<file path="src/include/frp_pkg.sv">
// Purpose: shared constants for the flash row program sequencer
// Assumes: 50 MHz core clock, byte-wide array with 16-bit addresses
// Notes:   times are kept in ns, cycle counts derive from them
package frp_pkg;

  // ************************************************************
  // array geometry
  // ************************************************************
  localparam int        FRP_ADDR_W  = 16;       // array address width
  localparam int        FRP_DATA_W  = 8;        // array byte width
  localparam int        FRP_ROW_B   = 64;       // bytes in one row
  localparam int        FRP_ROW_LSB = 6;        // lowest address bit naming the row
  localparam logic [7:0] FRP_ERASED = 8'hff;    // content of an erased byte

  // ************************************************************
  // timing
  // ************************************************************
  localparam int FRP_CLK_MHZ    = 50;           // core clock rate
  localparam int FRP_T_RECOV_NS = 1000;         // read_recovery_time, typical
  // recovery is a least time for the reader, so round up
  localparam int FRP_RECOV_CYC  = (FRP_T_RECOV_NS * FRP_CLK_MHZ + 999) / 1000;

endpackage : frp_pkg

</file>
<file path="src/include/frp_tmr_if.sv">
// Purpose: start / busy pair between the sequencer and its recovery timer
// Assumes: both ends on CORE_CLK
// Notes:   start is a one-cycle pulse, busy a level
`timescale 1ns/1ps
`default_nettype none
interface frp_tmr_if;
  logic start;   // restart the interval
  logic busy;    // interval still running

  modport ctl (output start, input busy);
  modport tmr (input start, output busy);
endinterface : frp_tmr_if
`default_nettype wire

</file>
<file path="src/hw/frp_timer.sv">
// Purpose: one-shot interval counter for the read recovery wait
// Assumes: start is a single-cycle pulse on CORE_CLK
// Notes:   a start while busy restarts the interval from full
`timescale 1ns/1ps
`default_nettype none
module frp_timer
  import frp_pkg::*;
#(
  parameter int CYCLES = FRP_RECOV_CYC           // interval length in cycles
) (
  input  wire logic clk,                         // core clock
  input  wire logic nrst,                        // async reset, active low
  frp_tmr_if.tmr    tif                          // start / busy
);

  localparam int CW = $clog2(CYCLES + 1);
  localparam logic [CW-1:0] CNT_LOAD = CW'(CYCLES);

  logic [CW-1:0] cnt_reg;
  logic [CW-1:0] cnt_next;

  // ************************************************************
  // down counter
  // ************************************************************
  // load on start, count to zero, then hold
  always_comb begin
    cnt_next = cnt_reg;
    if (tif.start) begin
      cnt_next = CNT_LOAD;
    end else if (cnt_reg != '0) begin
      cnt_next = cnt_reg - CW'(1);
    end
  end

  always_ff @(posedge clk or negedge nrst) begin
    if (!nrst) begin
      cnt_reg <= '0;
    end else begin
      cnt_reg <= cnt_next;
    end
  end

  assign tif.busy = (cnt_reg != '0);

endmodule : frp_timer
`default_nettype wire

</file>
<file path="src/hw/frp_row_prog.sv">
// Purpose: row program sequencer between the processor writes and the array
// Assumes: processor signals and array read data are on CORE_CLK
// Notes:   array read data is valid one cycle after ARR_RD
//
// What this block does
// - rows are 64 aligned bytes, starting at low address 00, 40, 80 or c0
// - a cycle whose writes span two rows fails and programs nothing further
// - only bytes that currently read all ones are programmed
// - setting program select enters program mode; after the row select write, writes latch address and data only while high voltage is on
// - reads are valid only a recovery time after high voltage clears
`timescale 1ns/1ps
`default_nettype none
module frp_row_prog
  import frp_pkg::*;
#(
  parameter int AW        = FRP_ADDR_W,          // address width
  parameter int RECOV_CYC = FRP_RECOV_CYC        // read recovery in cycles
) (
  input  wire logic                  CORE_CLK,   // core clock
  input  wire logic                  NRST,       // async reset, active low
  input  wire logic                  PGM_SEL,    // program_select_bit level
  input  wire logic                  HV_EN,      // high_voltage_enable_bit level
  input  wire logic                  CPU_WR,     // processor write to array space
  input  wire logic [AW-1:0]         CPU_ADDR,   // processor write address
  input  wire logic [FRP_DATA_W-1:0] CPU_WDATA,  // processor write data
  input  wire logic [FRP_DATA_W-1:0] ARR_RDATA,  // array byte, one cycle after ARR_RD
  output logic                       ARR_RD,     // erased check read strobe
  output logic                       ARR_PROG,   // program strobe for one byte
  output logic [AW-1:0]              ARR_ADDR,   // latched byte address
  output logic [FRP_DATA_W-1:0]      ARR_WDATA,  // latched byte data
  output logic                       PROG_CFG,   // array in program configuration
  output logic                       ROW_FAIL,   // current cycle crossed a row
  output logic                       NOT_ERASED, // a write hit an unerased byte
  output logic                       READ_VALID  // normal reads may be trusted
);

  typedef enum logic [1:0] {PH_IDLE, PH_ARMED, PH_SELECTED} frp_phase_t;
  typedef enum logic [1:0] {BP_NONE, BP_READ, BP_CHECK} frp_bstep_t;

  localparam int RW = AW - FRP_ROW_LSB;

  frp_phase_t            phase_reg,  phase_next;
  frp_bstep_t            bstep_reg,  bstep_next;
  logic [RW-1:0]         row_reg,    row_next;
  logic [AW-1:0]         addr_reg,   addr_next;
  logic [FRP_DATA_W-1:0] data_reg,   data_next;
  logic                  fail_reg,   fail_next;
  logic                  nerase_reg, nerase_next;
  logic                  prog_reg,   prog_next;
  logic                  hv_reg;
  logic                  burn_ok;
  logic                  same_row;

  frp_tmr_if tif ();

  // ************************************************************
  // read recovery timer
  // ************************************************************
  frp_timer #(
    .CYCLES (RECOV_CYC)
  ) u_recov (
    .clk  (CORE_CLK),
    .nrst (NRST),
    .tif  (tif)
  );

  // restart on the falling edge of high voltage
  assign tif.start = hv_reg & ~HV_EN;

  // ************************************************************
  // sequencer next state
  // ************************************************************
  // row index is the address with the in-row offset stripped
  assign same_row = (CPU_ADDR[AW-1:FRP_ROW_LSB] == row_reg);
  // both bits must stand for a byte to be burned
  assign burn_ok  = PGM_SEL & HV_EN & ~fail_reg;

  always_comb begin
    phase_next  = phase_reg;
    bstep_next  = bstep_reg;
    row_next    = row_reg;
    addr_next   = addr_reg;
    data_next   = data_reg;
    fail_next   = fail_reg;
    nerase_next = nerase_reg;
    prog_next   = 1'b0;
    unique case (phase_reg)
      PH_IDLE: begin
        if (PGM_SEL) begin
          // a fresh cycle clears the old verdicts
          phase_next  = PH_ARMED;
          fail_next   = 1'b0;
          nerase_next = 1'b0;
        end
      end
      PH_ARMED: begin
        if (!PGM_SEL) begin
          phase_next = PH_IDLE;
        end else if (CPU_WR) begin
          // first write only picks the row, its data is dropped
          row_next   = CPU_ADDR[AW-1:FRP_ROW_LSB];
          phase_next = PH_SELECTED;
        end
      end
      PH_SELECTED: begin
        if (!PGM_SEL) begin
          phase_next = PH_IDLE;
        end else if (CPU_WR && !same_row) begin
          fail_next = 1'b1;
        end else if (CPU_WR && burn_ok && bstep_reg == BP_NONE) begin
          addr_next  = CPU_ADDR;
          data_next  = CPU_WDATA;
          bstep_next = BP_READ;
        end
      end
      default: phase_next = PH_IDLE;
    endcase
    // byte pipeline: read back, then burn only an erased byte
    unique case (bstep_reg)
      BP_NONE:  ;
      BP_READ:  bstep_next = BP_CHECK;
      BP_CHECK: begin
        bstep_next = BP_NONE;
        if (ARR_RDATA == FRP_ERASED) begin
          prog_next = burn_ok & ~fail_next;
        end else begin
          nerase_next = 1'b1;
        end
      end
      default: bstep_next = BP_NONE;
    endcase
  end

  // ************************************************************
  // sequencer registers
  // ************************************************************
  always_ff @(posedge CORE_CLK or negedge NRST) begin
    if (!NRST) begin
      phase_reg  <= PH_IDLE;
      bstep_reg  <= BP_NONE;
      row_reg    <= '0;
      addr_reg   <= '0;
      data_reg   <= '0;
      fail_reg   <= 1'b0;
      nerase_reg <= 1'b0;
      prog_reg   <= 1'b0;
      hv_reg     <= 1'b0;
    end else begin
      phase_reg  <= phase_next;
      bstep_reg  <= bstep_next;
      row_reg    <= row_next;
      addr_reg   <= addr_next;
      data_reg   <= data_next;
      fail_reg   <= fail_next;
      nerase_reg <= nerase_next;
      prog_reg   <= prog_next;
      hv_reg     <= HV_EN;
    end
  end

  // ************************************************************
  // outputs
  // ************************************************************
  // address and data hold through read and burn, so the array sees them steady
  assign ARR_RD     = (bstep_reg == BP_READ);
  assign ARR_PROG   = prog_reg;
  assign ARR_ADDR   = addr_reg;
  assign ARR_WDATA  = data_reg;
  assign PROG_CFG   = (phase_reg != PH_IDLE);
  assign ROW_FAIL   = fail_reg;
  assign NOT_ERASED = nerase_reg;
  // reads are blocked while high voltage is up and until recovery expires
  assign READ_VALID = ~hv_reg & ~HV_EN & ~tif.busy;

endmodule : frp_row_prog
`default_nettype wire

</file>
<file path="config.mk">
export PLATFORM = sky130hd
export DESIGN_NAME = frp_row_prog
export DESIGN_NICKNAME = d
export VERILOG_FILES = /design/src/include/frp_pkg.sv /design/src/include/frp_tmr_if.sv /design/src/hw/frp_timer.sv /design/src/hw/frp_row_prog.sv
export SDC_FILE = /design/constraint.sdc
export NUM_CORES = 1
export LEC_CHECK = 0
export BUFFER_PORTS_ARGS = -buffer_cell sky130_fd_sc_hd__buf_2
export CAP_MARGIN = 20
export CELL_PAD_IN_SITES_DETAIL_PLACEMENT = 0
export CELL_PAD_IN_SITES_GLOBAL_PLACEMENT = 2
export CORE_MARGIN = 8
export CORE_UTILIZATION = 31
export CTS_BUF_LIST = sky130_fd_sc_hd__clkbuf_2 sky130_fd_sc_hd__clkbuf_4 sky130_fd_sc_hd__clkbuf_8
export DETAILED_ROUTE_END_ITERATION = 10
export PLACE_DENSITY = 0.8
export RECOVER_POWER = 100
export SLEW_MARGIN = 10
export SYNTH_ARGS = -nofsm -noshare
export SYNTH_HDL_FRONTEND = slang
export SYNTH_SLANG_ARGS = --single-unit
</file>
<file path="constraint.sdc">
create_clock -name CORE_CLK -period 1.6 [get_ports CORE_CLK]
set_input_delay 0.08 -clock CORE_CLK [delete_from_list [all_inputs] [get_ports CORE_CLK]]
set_output_delay 0.08 -clock CORE_CLK [all_outputs]
set_load 0.05 [all_outputs]
</file>
* Word level (Yosys, flattened, before mapping)
Index checks and enable logic that the tools add are counted.
Storage, ports and cells: bits in registers 48, output and inout bits 30, input bits 37
Operators by class: reduce and logical (&&, ||, !) cells 13, equality and inequality tests 13, mux-type cells 22, $add $sub $neg 1, bitwise logic cells 12
Operator list (number):
- $mux W2 | 8
- $mux W6 | 2
- $eq A10 B10 Y1 | 1
- $mux W1 | 9
- $eq A8 B8 Y1 const B | 1
- $ne A2 B2 Y1 const B | 4
- $reduce_and A4 Y1 | 2
- $and A1 B1 Y1 | 6
- $not A1 Y1 | 6
- $pmux W2 S3 | 1
- $reduce_and A3 Y1 | 2
- $reduce_bool A6 Y1 | 1
- $sub A6 B1 Y6 const B | 1
- $eq A2 B1 Y1 const B | 2
- $eq A2 B2 Y1 const B | 2
- $logic_not A2 Y1 | 2
- $ne A2 B1 Y1 const B | 2
- $pmux W2 S2 | 1
- $reduce_bool A2 Y1 | 2
- $logic_and A1 B1 Y1 | 3
- $ne A3 B3 Y1 const B | 1
- $pmux W1 S2 | 1
- $logic_not A1 Y1 | 1

* Longest topological paths before layout
depth after elaboration 10, mapped depth 6, depth with buffers taken out 6

* Hierarchy
From an unflattened synthesis, not the netlist that was laid out.
Unflattened totals: cell total of the unflattened synthesis 158, area total of the unflattened synthesis 2214.6 sq um
By module, submodules not included:
- frp_row_prog | times used 1, area each 1861.8 sq um, cells each 123
- frp_timer | times used 1, area each 352.8 sq um, cells each 35

* Worst setup path before layout
Ideal clock, no wire load.
path kind register to output, start point reg u_recov.cnt_reg[0], end point out READ_VALID, data arrival time 2.000 ns, path slack -0.480 ns, cell stages (with the launch flop) 6, cell sequence dfrtp_1 > inv_1 > ha_1 > nor2b_1 > nand2_1 > nor3_1
Between the ends: word-level cells in the longest chain between the ends 3
Ends and longest elaborated chain:
- from (decl) | RTL line frp_timer.sv:19 | logic [CW-1:0] cnt_reg;
- from (signal assigned) | RTL line frp_timer.sv:39 | cnt_reg <= cnt_next;
- $reduce_bool A6 Y1 | RTL line frp_timer.sv:43 | assign tif.busy = (cnt_reg != '0);
- $not A1 Y1 | RTL line frp_row_prog.sv:173 | assign READ_VALID = ~hv_reg & ~HV_EN & ~tif.busy;
- $and A1 B1 Y1 | RTL line frp_row_prog.sv:173
- to (decl) | RTL line frp_row_prog.sv:34 | output logic READ_VALID
Every way passes these cells.

* Worst setup path after layout
start point reg row_reg[0], end point reg addr_reg[3] (netlist: ARR_ADDR[3])
Between the ends: word-level cells in the longest chain between the ends 5
Ends and longest elaborated chain:
- from (decl) | RTL line frp_row_prog.sv:44 | logic [RW-1:0] row_reg, row_next;
- from (signal assigned) | RTL line frp_row_prog.sv:151 | row_reg <= row_next;
- $eq A10 B10 Y1 | RTL line frp_row_prog.sv:74 | assign same_row = (CPU_ADDR[AW-1:FRP_ROW_LSB] == row_reg);
- $logic_not A1 Y1 | RTL line frp_row_prog.sv:108 | end else if (CPU_WR && !same_row) begin
- $logic_and A1 B1 Y1 | RTL line frp_row_prog.sv:108
- $not A1 Y1 (no source line)
- $reduce_and A4 Y1 (no source line)
- to (signal assigned) | RTL line frp_row_prog.sv:152 | addr_reg <= addr_next;
- to (decl) | RTL line frp_row_prog.sv:45 | logic [AW-1:0] addr_reg, addr_next;
Every way passes these cells. A chain may end at the register's enable or synchronous reset.

==> metrics.md <==
| Metric | Value |
|---|---|
| Tcrit/Tclk final | `108%` |
| Post-Synth Simple-Gate Area | `12.7%` |
| CTS tree | `yes` |
| First-pass GRT wire length | `7940 um` |
| Largest net degree at the start of global routing | `26` |
| Number of flip-flops under the largest register name | `16` |
| Clk sinks | `48` |
| CTS root buf | `clkbuf_8` |
| Biggest area consumer among synthesized cells | `dfrtp_1` |
| DR vias/cell | `around 4.3` |
| Vias in the first global route | `1,635` |
| Post-route DRC violation count | `0` |
| Post-route ant nets | `0` |
| Die Ht | `99.7 um` |
| Post-Synth XOR/XNOR Area | `4.84%` |
| Peak supply drop | `0.433 mV` |
| Combinational fraction of design power | `22.3%` |
| CP required | `between 1.5 and 2 ns` |
| Final number of setup-violating endpoints | `25` |
| CTS Buffer Depth | `2` |
| DR iter-0 viols | `39` |
| Hold endpoint | `ARR_ADDR[4]` |
| Global-route usage over all layers | `9.96%` |
| Slew HR | `a little under three fifths` |
| Outcome | `complete, but fails checks` |
| Mux contribution to synthesized area | `a little over a fifth` |
| Area occupied by multi-input gates | `1040 um2` |
| Std cell rows | `30` |
| Net Switching | `about 0.00084 W` |
| Failing checks | `negative setup slack` |
| Synthesized area | `2170 um2` |
| Die ar. | `9950 um2` |
| Layout cells sized above 1 | `45.9%` |
| Min-Delay Path Depth | `2` |
| Compound-Gate Fraction of Synth Area | `around 2.5%` |
| Pleak | `1.52 nW` |
| Element type at the critical path end | `flip-flop` |
| Sw frac | `27.1%` |
| Worst Hold Slack | `0.00908 ns` |
| Synth Register Bits | `48` |
| Yosys Warn Count | `0` |
| Minimum clock period after layout | `1.73 ns` |
| Pre-antenna DRT Iters | `4` |
| Final HPWL from detailed placement | `3650 um` |
| Post-synth top area share | `55.3%` |
| Core Area | `6790 um2` |
| Met2 wire length | `2440 um` |
| Worst slew pin tran | `about 0.64 ns` |
| Crit Path Class | `flip-flop to flip-flop` |
| Sequential power share | `47.0%` |
| Die X | `99.7 um` |
| Largest family of logic cells by synthesized area | `multiplexers` |
| Avg Inst Size Synth | `approximately 14 um2` |
| Metal3 WL | `~220 um` |
| Cell Pwr Density | `1010 nW/um2` |
| Clk pwr share | `30.7%` |
| Clock skew | `0.0101 ns` |
| Via count | `1,527` |
| Total power | `0.00311 W` |
| Startpoint Class | `flip-flop` |
| Worst r2r src | `row_reg[0]` |
| Crit path cell chain | `xor2_2, nor4_4, nand4_4, buf_12, mux2_4` |
| Register-to-Register Path Depth | `5` |
| Final WL | `4870 um` |
| Initial antenna violation count | `0` |
| Top Ports | `67` |
| FF-to-FF End | `ARR_ADDR[3]` |
| # diodes | `0` |
| Area grow syn2layout | `41.2%` |
| WP data arrival | `about 1.9 ns` |
| Grt ovf | `0` |
| Slowest stage cell on the critical path | `dfrtp_1` |
| Starting density of the core | `32.0%` |
| Yosys cell types | `30` |
| CTS Buf Count | `5` |
| Synth Instances | `155` |
| CTS clock-pin slew for the worst setup and hold paths | `0.09 ns` |
| Mean routed wirelength per cell | `13.7 um` |
| Top achievable clock speed | `0.578 GHz` |
| Adder-Cell Fraction of Synth Area | `under 10%` |
| Nets | `around 300` |
| Fillers | `678` |
| RSZ-0062 raised after global routing | `true` |
| CP peak stage delay | `0.41 ns` |
| Reg2Reg Setup Slack | `-0.13 ns` |
| Worst-Skew Late Latency | `0.30 ns` |
| Top sig layer | `met4` |
| Hold_sp | `CPU_ADDR[4]` |
| H-tree depth | `2` |
| Pint | `0.00226 W` |
| Count of final max-slew check failures | `0` |
| PortBufs | `66` |
| Area contributors post-synth | `dfrtp_1, mux2_4, mux2_2` |
| Post-Route M1 WL | `2180 um` |
| Share of the yosys chip area belonging to registers | `55.3%` |
| Placer congestion estimate | `0.734` |
| Setup ws final | `-0.130 ns` |
| Final hold violations | `0` |
| Worst Path Max Fanout | `18` |
| Syn_nets | `~190` |
| Register Area | `1200 um2` |
| Max-Cap Viols | `0` |
| Worst Hold Class | `primary input to flip-flop` |
==> worst max-delay path, delay by kind of cell, from the launching register on <==
kind,cells,cell delay (ns)
muxes,1,0.31
buffers and inverters,1,0.21
DFF,1,0.41
xor gates and xnor gates,1,0.20
and+or+nand+nor,2,0.49
==> final cells by class <==
cell class                      instances  share of cell area (%)
Tap cell                               96                    3.91
Sequential cell                        48                    39.2
Clock buffer                            7                    3.14
Multi-Input combinational cell        102                    33.9
Timing Repair Buffer                   99                    18.6
Inverter                                2                   0.245
Clock inverter                          1                   0.978
==> metrics by stage <==
step / setup TNS, ns / util (%) / std cells / setup slack, ns / area (um2)
4_1_cts: -3.44 / 43.7 / 349 / -0.157 / 2970
3_3_place_gp: -4.10 / 40.7 / 334 / -0.181 / 2770
6_report: -2.60 / 45.2 / 355 / -0.130 / 3070
3_5_place_dp: -4.62 / 40.7 / 334 / -0.210 / 2770
2_1_floorplan: -2.72 / - / 155 / -0.133 / 2180
5_1_grt: -4.58 / 45.2 / 355 / -0.225 / 3070
==> Yosys cell counts (all sizes together) <==
master   number
inv           2
buf           3
xnor2         2
nor2          9
a21oi         2
or2           2
nand2b        5
a2111oi       1
and4          1
ha            2
dfrtp        48
nand4         3
nor4          3
nand3b        2
a31oi         1
nand3         1
and2          2
o21ai         4
nor3          5
nand4b        1
xor2         10
mux2         34
nand2         5
mux2i         2
nor2b         4
a211o         1
==> per-layer routing <==
layer | vias to the layer above | track usage (%)
li1 | 744 | -
met2 | 32 | 16.2
met4 | 0 | 2.44
met3 | 5 | 3.28
met1 | 746 | 12.3
met5 | - | 0
==> logic make-up after synthesis <==
logic type	Yosys count
mux	36
xor+xnor	12
fa+ha+maj	2
compound gates	9
flops	48
simple gates	43
buf+inv	5
==> power groups by stage <==
stage	clock network, W	logic, W	registers, W
finish	0.000955	0.000692	0.00146
global route	0.00104	0.000776	0.00148
detailed placement	0	0.000580	0.00147
CTS	0.000986	0.000608	0.00144
floorplan	0	0.000335	0.00146
global placement	0	0.000573	0.00146
==> timing repair <==
item	CTS	global route
hold endpoints to repair	52	3
gates resized for setup	4	20
endpoints found under the setup margin	25	37
buffers inserted	2	4
hold buffers	5	3
pin swaps	2	3
==> cell usage in the layout, fill, tap and decap left out, types with 2 or more instances in the layout <==
master and count:
a21oi_1 2, buf_2 35, buf_4 16, buf_6 3, clkbuf_1 32, clkbuf_2 3, clkbuf_8 7, dfrtp_1 47
dlygate4sd3_1 8, mux2_2 14, mux2_4 20, mux2i_1 2, nand2_1 4, nand2b_1 4, nand3b_1 2, nand4_1 2
nor2_1 9, nor2b_1 3, nor3_1 3, nor4_2 2, o21ai_0 4, xnor2_1 2, xor2_1 9
==> worst max-delay path by stage <==
stage | from | endpoint | slack, ns | depth (start not counted)
2_1_floorplan | ROW_FAIL | ARR_ADDR[0] | -0.13 | 5
3_3_place_gp | row_reg[5] | ARR_ADDR[5] | -0.18 | 5
3_5_place_dp | row_reg[5] | ARR_ADDR[3] | -0.21 | 5
4_1_cts | row_reg[3] | ARR_ADDR[3] | -0.16 | 5
5_1_grt | u_recov.cnt_reg[1] | READ_VALID | -0.22 | 7
6_report | row_reg[0] | ARR_ADDR[3] | -0.13 | 5
No activity file was read; power rests on OpenSTA's default activity.
